$ cat config.mk
export PLATFORM = sky130hd
export DESIGN_NAME = fbap_host
export DESIGN_NICKNAME = d
export VERILOG_FILES = /design/src/hw/fbap_pkg.sv /design/src/hw/fbap_host.sv /design/src/hw/fbap_timer.sv
export SDC_FILE = /design/constraint.sdc
export NUM_CORES = 1
export LEC_CHECK = 0
export ABC_AREA = 1
export BUFFER_PORTS_ARGS = -buffer_cell sky130_fd_sc_hd__clkbuf_2
export CAP_MARGIN = 20
export CORE_ASPECT_RATIO = 0.9
export CORE_MARGIN = 8
export CORE_UTILIZATION = 46
export DETAILED_ROUTE_END_ITERATION = 12
export GPL_ROUTABILITY_DRIVEN = 0
export PLACE_DENSITY_LB_ADDON = 0.25
export SLEW_MARGIN = 20
export SYNTH_ARGS = -nofsm -noshare
export SYNTH_HDL_FRONTEND = slang
export SYNTH_SLANG_ARGS = --single-unit
$ cat constraint.sdc
create_clock -name clk_sys_in -period 5 [get_ports clk_sys_in]
set_clock_uncertainty 0.05 [all_clocks]
set_input_delay 1.25 -clock clk_sys_in [delete_from_list [all_inputs] [get_ports clk_sys_in]]
set_output_delay 1.25 -clock clk_sys_in [all_outputs]
set_load 0.02 [all_outputs]
$ cat src/hw/fbap_pkg.sv
`default_nettype none
package fbap_pkg;

	localparam int CLK_MHZ = 25;

	// least times, rounded up to whole cycles of clk_sys_in
	function automatic int fbap_ns_to_cyc(input int ns);
		int cyc;
		cyc = (ns * CLK_MHZ + 999) / 1000;
		return (cyc < 1) ? 1 : cyc;
	endfunction : fbap_ns_to_cyc

	localparam int TMR_W = 6;

	localparam int WE_LOW_NS   = 70;
	localparam int RD_ACC_NS   = 170;
	localparam int BUSY_DLY_NS = 100;
	localparam int RP_LOW_NS   = 100;
	localparam int WAKE_RD_NS  = 600;
	localparam int WAKE_WR_NS  = 1000;

	localparam logic [TMR_W-1:0] WE_LOW_CYC   = TMR_W'(fbap_ns_to_cyc(WE_LOW_NS));
	localparam logic [TMR_W-1:0] RD_ACC_CYC   = TMR_W'(fbap_ns_to_cyc(RD_ACC_NS));
	localparam logic [TMR_W-1:0] BUSY_DLY_CYC = TMR_W'(fbap_ns_to_cyc(BUSY_DLY_NS));
	localparam logic [TMR_W-1:0] RP_LOW_CYC   = TMR_W'(fbap_ns_to_cyc(RP_LOW_NS));
	localparam logic [TMR_W-1:0] WAKE_RD_CYC  = TMR_W'(fbap_ns_to_cyc(WAKE_RD_NS));
	localparam logic [TMR_W-1:0] WAKE_WR_CYC  = TMR_W'(fbap_ns_to_cyc(WAKE_WR_NS));
	localparam logic [TMR_W-1:0] TMR_ONE      = 6'h01;
	localparam logic [TMR_W-1:0] TMR_SAT      = 6'h3F;

	// software register map
	localparam logic [7:0] REG_CTRL   = 8'h00;
	localparam logic [7:0] REG_ADDR   = 8'h04;
	localparam logic [7:0] REG_WDATA  = 8'h08;
	localparam logic [7:0] REG_STATUS = 8'h0C;
	localparam logic [7:0] REG_RDATA  = 8'h10;

	localparam int ST_BUSY      = 0;
	localparam int ST_DONE_PIN  = 1;
	localparam int ST_ABORTED   = 2;
	localparam int ST_PD        = 3;
	localparam int ST_REFUSED   = 4;
	localparam int ST_BYTE_LSB  = 8;
	localparam int ST_READY     = 16;
	localparam int ST_SUPPLY    = 17;
	localparam int ST_PROG_ERR  = 18;
	localparam int ST_ERASE_ERR = 19;

	// bit positions in the device status byte
	localparam int SR_READY_BIT     = 7;
	localparam int SR_ERASE_ERR_BIT = 5;
	localparam int SR_PROG_ERR_BIT  = 4;
	localparam int SR_SUPPLY_BIT    = 3;

	localparam logic [7:0] CMD_READ_ARRAY   = 8'hFF;
	localparam logic [7:0] CMD_ERASE_SETUP  = 8'h20;
	localparam logic [7:0] CMD_CONFIRM      = 8'hD0;
	localparam logic [7:0] CMD_PROG_SETUP   = 8'h40;
	localparam logic [7:0] CMD_CLEAR_STATUS = 8'h50;

	localparam logic [19:0] ADDR_RST  = 20'h0_0000;
	localparam logic [7:0]  BYTE_RST  = 8'h00;
	localparam logic [31:0] WORD_ZERO = 32'h0000_0000;

	localparam logic [2:0] PH_ZERO  = 3'h0;
	localparam logic [2:0] PH_ONE   = 3'h1;
	localparam logic [2:0] PH_WAIT  = 3'h2;
	localparam logic [2:0] PH_STAT  = 3'h3;
	localparam logic [2:0] PH_FINAL = 3'h4;

	typedef enum logic [2:0] {
		OP_NONE    = 3'b000,
		OP_READ    = 3'b001,
		OP_ERASE   = 3'b010,
		OP_PROGRAM = 3'b011,
		OP_CLEAR   = 3'b100,
		OP_SLEEP   = 3'b101,
		OP_WAKE    = 3'b110,
		OP_ABORT   = 3'b111
	} fbap_op_t;

	typedef enum logic [1:0] {
		ACT_WRITE = 2'b00,
		ACT_READ  = 2'b01,
		ACT_WAIT  = 2'b10,
		ACT_END   = 2'b11
	} fbap_act_t;

	typedef enum logic [3:0] {
		S_IDLE    = 4'b0000,
		S_STEP    = 4'b0001,
		S_WR_SET  = 4'b0010,
		S_WR_LOW  = 4'b0011,
		S_WR_END  = 4'b0100,
		S_RD      = 4'b0101,
		S_WAIT    = 4'b0110,
		S_RST_LOW = 4'b0111,
		S_PD      = 4'b1000,
		S_WAKE    = 4'b1001
	} fbap_state_t;

	typedef struct packed {
		logic        ce_n;
		logic        oe_n;
		logic        we_n;
		logic        rp_n;
		logic [19:0] addr;
		logic [7:0]  dout;
		logic        doe;
	} fbap_pins_t;

	localparam fbap_pins_t PINS_IDLE = '{ce_n: 1'b1, oe_n: 1'b1, we_n: 1'b1, rp_n: 1'b1,
		addr: ADDR_RST, dout: BYTE_RST, doe: 1'b0};

	// command script: erase/program = setup, confirm or data byte, wait, status read, read-array
	function automatic fbap_act_t fbap_step_action(input fbap_op_t op, input logic [2:0] ph);
		fbap_act_t act;
		act = ACT_END;
		case (op)
			OP_ERASE, OP_PROGRAM: begin
				if (ph == PH_ZERO || ph == PH_ONE || ph == PH_FINAL)
					act = ACT_WRITE;
				else if (ph == PH_WAIT)
					act = ACT_WAIT;
				else if (ph == PH_STAT)
					act = ACT_READ;
			end
			OP_READ: begin
				if (ph == PH_ZERO)
					act = ACT_WRITE;
				else if (ph == PH_ONE)
					act = ACT_READ;
			end
			OP_CLEAR: begin
				if (ph == PH_ZERO)
					act = ACT_WRITE;
			end
			default: act = ACT_END;
		endcase
		return act;
	endfunction : fbap_step_action

	function automatic logic [7:0] fbap_step_data(input fbap_op_t op, input logic [2:0] ph,
		input logic [7:0] wdata);
		logic [7:0] d;
		d = CMD_READ_ARRAY;
		if (op == OP_CLEAR)
			d = CMD_CLEAR_STATUS;
		else if (op == OP_ERASE && ph == PH_ZERO)
			d = CMD_ERASE_SETUP;
		else if (op == OP_ERASE && ph == PH_ONE)
			d = CMD_CONFIRM;
		else if (op == OP_PROGRAM && ph == PH_ZERO)
			d = CMD_PROG_SETUP;
		else if (op == OP_PROGRAM && ph == PH_ONE)
			d = wdata;
		return d;
	endfunction : fbap_step_data

endpackage : fbap_pkg
`default_nettype wire

$ cat src/hw/fbap_host.sv
// Summary of operation
// - host does not reissue the sequence after abort; software must
// - host writes read-array after each erase and program
// - write only with select and strobe low
// - host keeps reset pin high during operations
// - host waits wake-up intervals after reset
// - read-array command byte is FFH
// - block erase is 20H then D0H
`default_nettype none
module fbap_host
	import fbap_pkg::*;
(
	// clock and reset
	input  wire logic        clk_sys_in,
	input  wire logic        rst_in,
	// apb slave
	input  wire logic        psel_in,
	input  wire logic        penable_in,
	input  wire logic        pwrite_in,
	input  wire logic [7:0]  paddr_in,
	input  wire logic [31:0] pwdata_in,
	output var  logic [31:0] prdata_out,
	output var  logic        pready_out,
	output var  logic        pslverr_out,
	// flash device pins
	input  wire logic        operation_done_in,
	input  wire logic [7:0]  flash_data_in,
	output var  fbap_pins_t  flash_out
);

	fbap_state_t      state_reg,      state_next;
	fbap_op_t         op_reg,         op_next;
	logic [2:0]       phase_reg,      phase_next;
	fbap_pins_t       pins_reg,       pins_next;
	logic [19:0]      addr_reg,       addr_next;
	logic [7:0]       wdata_reg,      wdata_next;
	logic [7:0]       rdata_reg,      rdata_next;
	logic [7:0]       sbyte_reg,      sbyte_next;
	logic             busy_reg,       busy_next;
	logic             aborted_reg,    aborted_next;
	logic             pd_reg,         pd_next;
	logic             refused_reg,    refused_next;
	logic             done_pin_reg,   done_pin_next;
	logic [31:0]      prdata_reg,     prdata_next;
	logic             pready_reg,     pready_next;
	logic             pslverr_reg,    pslverr_next;
	logic             tmr_load;
	logic [TMR_W-1:0] tmr_count;
	logic             tmr_expired;
	logic             apb_fire;
	logic             go;
	fbap_op_t         go_op;
	fbap_act_t        act;
	logic [31:0]      status_word;
	logic             mapped;

	fbap_timer u_timer (
		.clk_sys_in  (clk_sys_in),
		.rst_in      (rst_in),
		.load_in     (tmr_load),
		.count_in    (tmr_count),
		.expired_out (tmr_expired)
	);

	// the write acts at the edge where the master sees pready high
	assign apb_fire = psel_in && penable_in && pready_reg;
	assign go       = apb_fire && pwrite_in && (paddr_in == REG_CTRL);
	assign go_op    = fbap_op_t'(pwdata_in[2:0]);
	assign act      = fbap_step_action(op_reg, phase_reg);
	assign mapped   = (paddr_in == REG_CTRL) || (paddr_in == REG_ADDR) || (paddr_in == REG_WDATA)
		|| (paddr_in == REG_STATUS) || (paddr_in == REG_RDATA);

	always_comb begin
		status_word = WORD_ZERO;
		status_word[ST_BUSY]                  = busy_reg;
		status_word[ST_DONE_PIN]              = done_pin_reg;
		status_word[ST_ABORTED]               = aborted_reg;
		status_word[ST_PD]                    = pd_reg;
		status_word[ST_REFUSED]               = refused_reg;
		status_word[ST_BYTE_LSB +: 8]         = sbyte_reg;
		status_word[ST_READY]                 = sbyte_reg[SR_READY_BIT];
		status_word[ST_SUPPLY]                = sbyte_reg[SR_SUPPLY_BIT];
		status_word[ST_PROG_ERR]              = sbyte_reg[SR_PROG_ERR_BIT];
		status_word[ST_ERASE_ERR]             = sbyte_reg[SR_ERASE_ERR_BIT];
	end

	// apb register file
	always_comb begin
		addr_next    = addr_reg;
		wdata_next   = wdata_reg;
		pready_next  = psel_in && penable_in && !pready_reg;
		prdata_next  = prdata_reg;
		pslverr_next = 1'b0;
		if (psel_in && penable_in && !pready_reg) begin
			pslverr_next = !mapped;
			unique case (1'b1)
				paddr_in == REG_ADDR:   prdata_next = {12'h000, addr_reg};
				paddr_in == REG_WDATA:  prdata_next = {24'h00_0000, wdata_reg};
				paddr_in == REG_STATUS: prdata_next = status_word;
				paddr_in == REG_RDATA:  prdata_next = {24'h00_0000, rdata_reg};
				default:                prdata_next = WORD_ZERO;
			endcase
		end
		if (apb_fire && pwrite_in && paddr_in == REG_ADDR)
			addr_next = pwdata_in[19:0];
		if (apb_fire && pwrite_in && paddr_in == REG_WDATA)
			wdata_next = pwdata_in[7:0];
	end

	// sequencer
	always_comb begin
		state_next    = state_reg;
		op_next       = op_reg;
		phase_next    = phase_reg;
		pins_next     = pins_reg;
		rdata_next    = rdata_reg;
		sbyte_next    = sbyte_reg;
		busy_next     = busy_reg;
		aborted_next  = aborted_reg;
		pd_next       = pd_reg;
		refused_next  = refused_reg;
		done_pin_next = operation_done_in;
		tmr_load      = 1'b0;
		tmr_count     = '0;
		// sticky flags clear on write of one; a same-cycle event still wins
		if (apb_fire && pwrite_in && paddr_in == REG_STATUS) begin
			if (pwdata_in[ST_ABORTED])
				aborted_next = 1'b0;
			if (pwdata_in[ST_REFUSED])
				refused_next = 1'b0;
		end
		unique case (state_reg)
			S_IDLE: begin
				if (go) begin
					if (go_op == OP_SLEEP) begin
						pins_next.rp_n = 1'b0;
						tmr_load       = 1'b1;
						tmr_count      = RP_LOW_CYC - TMR_ONE;
						busy_next      = 1'b1;
						state_next     = S_RST_LOW;
					end else if (go_op == OP_READ || go_op == OP_ERASE || go_op == OP_PROGRAM
						|| go_op == OP_CLEAR) begin
						op_next    = go_op;
						phase_next = PH_ZERO;
						busy_next  = 1'b1;
						state_next = S_STEP;
					end else begin
						refused_next = 1'b1;
					end
				end
			end
			S_STEP: begin
				unique case (act)
					ACT_WRITE: begin
						pins_next.ce_n = 1'b0;
						pins_next.addr = addr_reg;
						pins_next.dout = fbap_step_data(op_reg, phase_reg, wdata_reg);
						pins_next.doe  = 1'b1;
						state_next     = S_WR_SET;
					end
					ACT_READ: begin
						pins_next.ce_n = 1'b0;
						pins_next.oe_n = 1'b0;
						pins_next.addr = addr_reg;
						tmr_load       = 1'b1;
						tmr_count      = RD_ACC_CYC - TMR_ONE;
						state_next     = S_RD;
					end
					ACT_WAIT: begin
						// done pin may take a while to fall after the confirm or data write
						tmr_load   = 1'b1;
						tmr_count  = BUSY_DLY_CYC;
						state_next = S_WAIT;
					end
					ACT_END: begin
						busy_next  = 1'b0;
						state_next = S_IDLE;
					end
				endcase
			end
			S_WR_SET: begin
				pins_next.we_n = 1'b0;
				tmr_load       = 1'b1;
				tmr_count      = WE_LOW_CYC - TMR_ONE;
				state_next     = S_WR_LOW;
			end
			S_WR_LOW: begin
				if (tmr_expired) begin
					pins_next.we_n = 1'b1;
					state_next     = S_WR_END;
				end
			end
			S_WR_END: begin
				pins_next.ce_n = 1'b1;
				pins_next.doe  = 1'b0;
				phase_next     = phase_reg + PH_ONE;
				state_next     = S_STEP;
			end
			S_RD: begin
				if (tmr_expired) begin
					if (op_reg == OP_READ)
						rdata_next = flash_data_in;
					else
						sbyte_next = flash_data_in;
					pins_next.ce_n = 1'b1;
					pins_next.oe_n = 1'b1;
					phase_next     = phase_reg + PH_ONE;
					state_next     = S_STEP;
				end
			end
			S_WAIT: begin
				if (tmr_expired && operation_done_in) begin
					phase_next = phase_reg + PH_ONE;
					state_next = S_STEP;
				end
			end
			S_RST_LOW: begin
				if (tmr_expired) begin
					pd_next    = 1'b1;
					sbyte_next = BYTE_RST;
					busy_next  = 1'b0;
					state_next = S_PD;
				end
			end
			S_PD: begin
				if (go) begin
					if (go_op == OP_WAKE) begin
						pins_next.rp_n = 1'b1;
						tmr_load       = 1'b1;
						tmr_count      = WAKE_WR_CYC - TMR_ONE;
						busy_next      = 1'b1;
						state_next     = S_WAKE;
					end else begin
						refused_next = 1'b1;
					end
				end
			end
			S_WAKE: begin
				if (tmr_expired) begin
					pd_next    = 1'b0;
					busy_next  = 1'b0;
					state_next = S_IDLE;
				end
			end
			default: begin
				pins_next  = PINS_IDLE;
				busy_next  = 1'b0;
				state_next = S_IDLE;
			end
		endcase
		// abort: drop the reset pin; the operation is lost and must be reissued
		if (go && go_op == OP_ABORT && busy_reg && state_reg != S_RST_LOW && state_reg != S_WAKE) begin
			pins_next      = PINS_IDLE;
			pins_next.rp_n = 1'b0;
			aborted_next   = 1'b1;
			tmr_load       = 1'b1;
			tmr_count      = RP_LOW_CYC - TMR_ONE;
			state_next     = S_RST_LOW;
		end
	end

	always_ff @(posedge clk_sys_in or posedge rst_in) begin
		if (rst_in) begin
			state_reg    <= S_IDLE;
			op_reg       <= OP_NONE;
			phase_reg    <= PH_ZERO;
			pins_reg     <= PINS_IDLE;
			addr_reg     <= ADDR_RST;
			wdata_reg    <= BYTE_RST;
			rdata_reg    <= BYTE_RST;
			sbyte_reg    <= BYTE_RST;
			busy_reg     <= 1'b0;
			aborted_reg  <= 1'b0;
			pd_reg       <= 1'b0;
			refused_reg  <= 1'b0;
			done_pin_reg <= 1'b0;
			prdata_reg   <= WORD_ZERO;
			pready_reg   <= 1'b0;
			pslverr_reg  <= 1'b0;
		end else begin
			state_reg    <= state_next;
			op_reg       <= op_next;
			phase_reg    <= phase_next;
			pins_reg     <= pins_next;
			addr_reg     <= addr_next;
			wdata_reg    <= wdata_next;
			rdata_reg    <= rdata_next;
			sbyte_reg    <= sbyte_next;
			busy_reg     <= busy_next;
			aborted_reg  <= aborted_next;
			pd_reg       <= pd_next;
			refused_reg  <= refused_next;
			done_pin_reg <= done_pin_next;
			prdata_reg   <= prdata_next;
			pready_reg   <= pready_next;
			pslverr_reg  <= pslverr_next;
		end
	end

	assign prdata_out  = prdata_reg;
	assign pready_out  = pready_reg;
	assign pslverr_out = pslverr_reg;
	assign flash_out   = pins_reg;

	// helper state watched only by the checks below
	logic [TMR_W-1:0] since_rp_reg;
	logic [7:0]       last_wr_reg;
	always_ff @(posedge clk_sys_in or posedge rst_in) begin
		if (rst_in) begin
			since_rp_reg <= TMR_SAT;
			last_wr_reg  <= BYTE_RST;
		end else begin
			if (!pins_reg.rp_n)
				since_rp_reg <= '0;
			else if (since_rp_reg != TMR_SAT)
				since_rp_reg <= since_rp_reg + TMR_ONE;
			if (pins_reg.we_n == 1'b0 && pins_next.we_n == 1'b1)
				last_wr_reg <= pins_reg.dout;
		end
	end
endmodule : fbap_host
`default_nettype wire

$ cat src/hw/fbap_timer.sv
`default_nettype none
module fbap_timer
	import fbap_pkg::*;
(
	// clock and reset
	input  wire logic             clk_sys_in,
	input  wire logic             rst_in,
	// control
	input  wire logic             load_in,
	input  wire logic [TMR_W-1:0] count_in,
	// status
	output wire logic             expired_out
);

	logic [TMR_W-1:0] cnt_reg;
	logic [TMR_W-1:0] cnt_next;

	always_comb begin
		cnt_next = cnt_reg;
		if (load_in)
			cnt_next = count_in;
		else if (cnt_reg != '0)
			cnt_next = cnt_reg - TMR_ONE;
	end

	always_ff @(posedge clk_sys_in or posedge rst_in) begin
		if (rst_in)
			cnt_reg <= '0;
		else
			cnt_reg <= cnt_next;
	end

	assign expired_out = (cnt_reg == '0) && !load_in;

endmodule : fbap_timer
`default_nettype wire

==> run metrics, run 1 <==
final setup fails=0; clk buf depth=2; fmax=293 MHz; Via Count=5170; end point of the critical path=sbyte_reg[3]$_DFFE_PP0P_; EDFF count, synth=0; Initial DRC Count=597; CTS H-tree depth=4; CTS Hold Bufs=0; synth top area cells=dfrtp_1 47%, nand2_1 12%, o21ai_0 6.2%; Hold WC Path Type=flip-flop to flip-flop; CP Depth=16; Max Cap Viol=0; Final min period=3.41 ns; gr usage total=18.6%; Clock Latency Late Sink=0.42 ns; Die ar.=17500 µm²; most common cell in the synthesized netlist=nand2_1; Required @ worst endpoint=5.24 ns; first-pass GRT wire length=26.0 mm; FF+latch count, synth=120; routed wire length=16.0 mm; CTS Buf Count=17; P_leak=3.73 nW; vias in the first global route=4959; Final Hold Viols=0; starting density of the core=46.8%; final core occ=55.3%; Die Span Y=126 µm; Initial DRT Pass Iterations=5; sequential share of the synthesized area=48.2%; Hold WS=0.424 ns; crit path max fanout=12; pre-CTS setup slack=1.23 ns; kind of critical path=flip-flop to flip-flop; final std cells w/o fill=1025; syn avg cell area=8.35 µm²; worst setup margin=1.59 ns; DRC viols=0; Die W=139 µm; port bufs=96; prevailing post-synth register cell=dfrtp_1; VDD IR max=0.000301 V; Fin Setup TNS=0 ns; Final HPWL DP=11.7 mm; Final Max Tran Viols=0; Sequential Power Share=36.2%; Non-Filler Cell Area, Final=7360 µm²; fraction of power spent switching nets=33.3%; CP arrival=3.65 ns; Nets=909; Worst-Margin Slew=1.02 ns; outcome=completed; area delta synth->final=18.0%; largest net degree at the start of global routing=72; share of layout cells above drive strength 1=24.3%; RSZ-0062 raised after global routing=false; reg2reg setup slack=1.59 ns; routed len/inst=15.6 µm; Tcrit/Tclk final=68.2%; Pwr Density=421 nW/µm²; biggest area consumer among synthesized cells=dfrtp_1; CP bufs+invs=4; Combinational Power Share=25.1%; R2R depth=16; YS warnings=0; initial antenna violation count=1; n_diodes=0; grt ovf=0; critical-path cell list=inv_1, nor3_1, nand2_1, o21ai_0, nor2_1, inv_1, ha_1, nand2_1, nand2_1, inv_1, nand4_1, inv_2, nand2_1, o21a_1, nand2_1, o21ai_0; Async SR Flop Fraction=100%; startpoint types=flip-flop; origin of the critical flop-to-flop path=op_reg[0]$_DFFE_PP0P_; Psw=1.03 mW; Core ar.=13300 µm²; synthesized cell area=6230 µm²; Synth Instances=747; Post-CTS Resized=0; Clock Pin Slew Worst Setup and Hold Paths=0.05 ns; area share of the largest cell type after synthesis=46.6%; Slew headroom=31.7%; most frequent cells after synthesis=197 x nand2_1, 116 x dfrtp_1, 85 x inv_1; crit end category=flip-flop; I/O pins=121; clk root buf=clkbuf_16; clock sinks=120; reg-to-reg critical path endpoint=sbyte_reg[3]$_DFFE_PP0P_; placed insts=994; total chip power=3.10 mW; Max stage delay on crit path=0.45 ns; Int Pwr=2.07 mW; Post-CTS Setup Inserts=0; Largest register FFs=33; Vias/cell=5.04; Crit path max-delay family=simple AND/OR/NAND/NOR gates; synth unique cells=44; CTS tree=done; Antenna Nets Post-Route=0; Most common cell on crit path=nand2_1; dpl cell area=6790 µm²; critical path's slowest cell=nor3_1; Worst Setup SP=op_reg[0]$_DFFE_PP0P_; row cnt=40; Clk pwr share=38.7%
[worst reg2reg max path: stages, from the launching register on]
cell	delay, ns
dfrtp_1	0.38
inv_1	0.10
nor3_1	0.45
nand2_1	0.13
o21ai_0	0.18
nor2_1	0.10
inv_1	0.09
ha_1	0.22
nand2_1	0.10
nand2_1	0.08
inv_1	0.06
nand4_1	0.41
inv_2	0.25
nand2_1	0.22
o21a_1	0.27
nand2_1	0.10
o21ai_0	0.07
[cell type report]
class | instances | area [µm²]
multi-input cells | 514 | 2710
fillers | 1271 | 5950
clock buffers | 21 | 440
inverters | 92 | 348
repair buffers | 100 | 510
flip-flops and latches | 120 | 3010
clock inverters | 10 | 129
well taps | 168 | 210
[kinds of logic after synthesis]
logic type / after synthesis / share of synthesized area, %
AOI/OAI and AO/OA: 151 / 14.7
xor gates and xnor gates: 4 / 0.562
adders and majority gates: 10 / 2.01
buffers and inverters: 124 / 9.01
DFF: 120 / 48.2
muxes: 11 / 1.99
other: 1 / 0.0601
and+or+nand+nor: 326 / 23.4
[worst min-delay path by stage]
stage | start | endpoint | slack (ns) | depth (start not counted)
floorplan | rdata_reg[4]$_DFFE_PP0P_ | rdata_reg[4]$_DFFE_PP0P_ | 0.40 | 2
global placement | prdata_out[17]$_DFFE_PP0P_ | prdata_out[17]$_DFFE_PP0P_ | 0.41 | 2
detailed placement | prdata_out[19]$_DFFE_PP0P_ | prdata_out[19]$_DFFE_PP0P_ | 0.41 | 2
CTS | prdata_out[19]$_DFFE_PP0P_ | prdata_out[19]$_DFFE_PP0P_ | 0.43 | 2
global route | prdata_out[11]$_DFFE_PP0P_ | prdata_out[11]$_DFFE_PP0P_ | 0.45 | 2
finish | prdata_out[19]$_DFFE_PP0P_ | prdata_out[19]$_DFFE_PP0P_ | 0.42 | 2
[per-layer routing]
layer	GRT usage [%]	part of all wire, %	routed length [µm]
met5	0	0.050	8
met4	4.77	0.90	144
met3	6.45	7.0	1120
met2	27.0	44	6990
met1	25.8	48	7770
[power by group through the flow]
stage,combinational [mW],clock (mW),sequential [mW]
2_1_floorplan,0.626,0,1.17
3_3_place_gp,0.777,0,1.14
3_5_place_dp,0.778,0,1.14
4_1_cts,0.785,1.22,1.12
5_1_grt,0.873,1.26,1.13
6_report,0.779,1.20,1.12
[cell usage in the layout (no fill, tap or decap), types with 4 or more instances in the layout]
| master | netlist | routed |
|---|---|---|
| nand2_1 | 197 | 197 |
| dfrtp_1 | 116 | 116 |
| clkbuf_2 | 0 | 96 |
| inv_1 | 85 | 84 |
| o21ai_0 | 77 | 77 |
| nor2_1 | 45 | 45 |
| nand2_2 | 22 | 22 |
| o21ai_2 | 21 | 21 |
| nand3_1 | 20 | 20 |
| clkbuf_16 | 0 | 17 |
| a21oi_1 | 15 | 15 |
| conb_1 | 1 | 12 |
| mux2_2 | 11 | 11 |
| nand4_1 | 10 | 10 |
| nor3_1 | 10 | 10 |
| ha_1 | 10 | 10 |
| a221oi_1 | 8 | 8 |
| o31ai_1 | 8 | 8 |
| inv_2 | 7 | 7 |
| o22ai_1 | 7 | 7 |
| o21ai_1 | 7 | 7 |
| clkinv_2 | 0 | 6 |
| nor2_2 | 5 | 5 |
| o211ai_1 | 4 | 4 |
| clkbuf_1 | 13 | 4 |
| dfstp_2 | 4 | 4 |
| buf_4 | 12 | 4 |
No activity file was read; power rests on OpenSTA's default activity.
==> run 2, diff against run 1 <==
Clock period 5 ns to 2.9 ns, I/O delays scaled along.
==> run metrics, run 2 (same netlist as run 1, synthesis figures left out) <==
largest net degree at the start of global routing=66 (was 72); CTS tree=done (unchanged); Max Cap Viol=0 (unchanged); GRT busiest layer=met2 (unchanged); clk buf depth=2 (unchanged); Int Pwr=3.78 mW (was 2.07 mW); total chip power=5.66 mW (was 3.10 mW); Fin Setup TNS=0 ns (unchanged); multi-input logic area=2740 µm² (was 2710 µm²); area delta synth->final=23.0% (was 18.0%); clk root buf=clkbuf_16 (unchanged); I/O pins=121 (unchanged); Pwr Density=739 nW/µm² (was 421 nW/µm²); VDD IR max=0.000441 V (was 0.000301 V); dpl cell area=6930 µm² (was 6790 µm²); gr usage total=18.9% (was 18.6%); Tcrit/Tclk final=93.7% (was 68.2%); Worst-Margin Slew=0.810 ns (was 1.02 ns); Antenna Nets Post-Route=0 (unchanged); routed wire length=16.4 mm (was 16.0 mm); Global Route met2 Usage=28.3% (was 27.0%); grt ovf=0 (unchanged); port bufs=96 (unchanged); Clock Pin Slew Worst Setup and Hold Paths=0.06 ns (was 0.05 ns); Required @ worst endpoint=3.15 ns (was 5.24 ns); Initial DRT Pass Iterations=5 (unchanged); outcome=completed (unchanged); Largest register FFs=33 (unchanged); Final min period=2.72 ns (was 3.41 ns); first-pass GRT wire length=26.5 mm (was 26.0 mm); Sequential Power Share=34.2% (was 36.2%); Final Max Tran Viols=0 (unchanged); Final Hold Viols=0 (unchanged); Die W=139 µm (unchanged); routed len/inst=15.6 µm (about the same); share of layout cells above drive strength 1=28.0% (was 24.3%); Nets=934 (was 909); placed insts=1011 (was 994); CTS H-tree depth=4 (unchanged); kind of critical path=flip-flop to flip-flop (unchanged); Hold WS=0.267 ns (was 0.424 ns); initial antenna violation count=1 (unchanged); met1 Usage GRT=25.7% (was 25.8%); Hold WC Path Type=input pin to async pin (was flip-flop to flip-flop); fill count=1202 (was 1271); Combinational Power Share=25.2% (was 25.1%); Final HPWL DP=12.1 mm (was 11.7 mm); fraction of power spent switching nets=33.2% (was 33.3%); clock sinks=120 (unchanged); vias in the first global route=5179 (was 4959); Seq. cell area=3010 µm² (about the same); GR met3 Demand/Resource=5.02% (was 6.45%); most common cell after layout, fill and taps aside=nand2_1 (unchanged); starting density of the core=46.8% (unchanged); Clk pwr share=40.6% (was 38.7%); Psw=1.88 mW (was 1.03 mW); Via Count=5373 (was 5170); Die Span Y=126 µm (unchanged); final std cells w/o fill=1051 (was 1025); CP arrival=2.96 ns (was 3.65 ns); CTS Hold Bufs=0 (unchanged); crit end category=flip-flop (unchanged); CTS Buf Count=17 (unchanged); P_leak=3.88 nW (was 3.73 nW); DRC viols=0 (unchanged); row cnt=40 (unchanged); n_diodes=0 (unchanged); Core ar.=13300 µm² (unchanged); Die ar.=17500 µm² (unchanged); Initial DRC Count=382 (was 597); Slew headroom=45.9% (was 31.7%); Non-Filler Cell Area, Final=7670 µm² (was 7360 µm²); final setup fails=0 (unchanged); fmax=368 MHz (was 293 MHz); Clock Latency Late Sink=0.42 ns (about the same); startpoint types=flip-flop (unchanged); Vias/cell=5.11 (was 5.04); crit path max fanout=6 (was 12); most frequent cells in the layout=194 x nand2_1, 115 x dfrtp_1, 96 x clkbuf_2 (was 197 x nand2_1, 116 x dfrtp_1, 96 x clkbuf_2)
[run 2: cell types whose count changed in the layout (fill, tap and decap cells not counted), sizes merged]
cell      change
buf          +25
clkinv        -4
clkbuf        -2
clkinvlp      +4
inv           +2
bufinv        +1
[run 2: path summary, 6_finish.rpt]
check                           depth (start not counted)                        from                    endpoint  slack, ns
worst min register to register                          2  prdata_out[19]$_DFFE_PP0P_  prdata_out[19]$_DFFE_PP0P_       0.43
max in group asynchronous                               3                      rst_in  prdata_out[16]$_DFFE_PP0P_       1.86
worst max register to register                         19    phase_reg[0]$_DFFE_PP0P_    phase_reg[0]$_DFFE_PP0P_       0.18
worst min-delay path                                    2                      rst_in    flash_out[5]$_DFFE_PP0P_       0.27
min in group clk_sys_in                                 1           operation_done_in      done_pin_reg$_DFF_PP0_       0.39
worst max-delay path                                   19    phase_reg[0]$_DFFE_PP0P_    phase_reg[0]$_DFFE_PP0P_       0.18
[run 2: cell type report]
class                   instances  area share [%]
inverters                      92            4.55
clock inverters                13            2.50
clock buffers                  19            5.91
flip-flops and latches        120            39.3
well taps                     168            2.74
multi-input cells             514            35.8
repair buffers                125            9.27
[run 2: what timing repair did]
action | in CTS | in global routing
buffers inserted | 0 | 8
gates resized for setup | 0 | 13
setup endpoints to repair | 0 | 26
[run 2: power groups by stage]
stage | clock network, mW | logic [mW] | registers (mW)
detailed placement | 0 | 1.36 | 1.97
floorplan | 0 | 1.08 | 2.02
global placement | 0 | 1.36 | 1.96
CTS | 2.31 | 1.37 | 1.94
finish | 2.30 | 1.43 | 1.94
global route | 2.41 | 1.60 | 1.95
[run 2: stage by stage]
stage	setup WS, ns	utilization (%)
2_1_floorplan	0.378	-
3_3_place_gp	0.112	52.1
3_5_place_dp	0.111	52.1
4_1_cts	0.0864	56.9
5_1_grt	-0.00778	57.6
6_report	0.181	57.6
[run 2: per-layer routing]
metal / up-vias / part of all wire (%) / wire length [µm]
met3: 17 / 6.2 / 1010
met4: 2 / 1.2 / 193
met2: 166 / 45 / 7320
met5: - / 0.055 / 9
met1: 2522 / 48 / 7840
li1: 2666 / - / -
[run 2: critical path: stages (launching register included)]
cell and delay (ns):
dfrtp_2 0.43, buf_4 0.15, ha_1 0.20, nand2_1 0.09
inv_1 0.05, o21ai_0 0.15, nor2_1 0.08, inv_1 0.08
ha_1 0.24, nand2_2 0.09, nand2_1 0.07, inv_1 0.06
nand4_1 0.18, buf_4 0.22, nand2_1 0.06, inv_1 0.05
nor2_1 0.11, nand2_2 0.11, nand2_1 0.07, o21ai_0 0.07
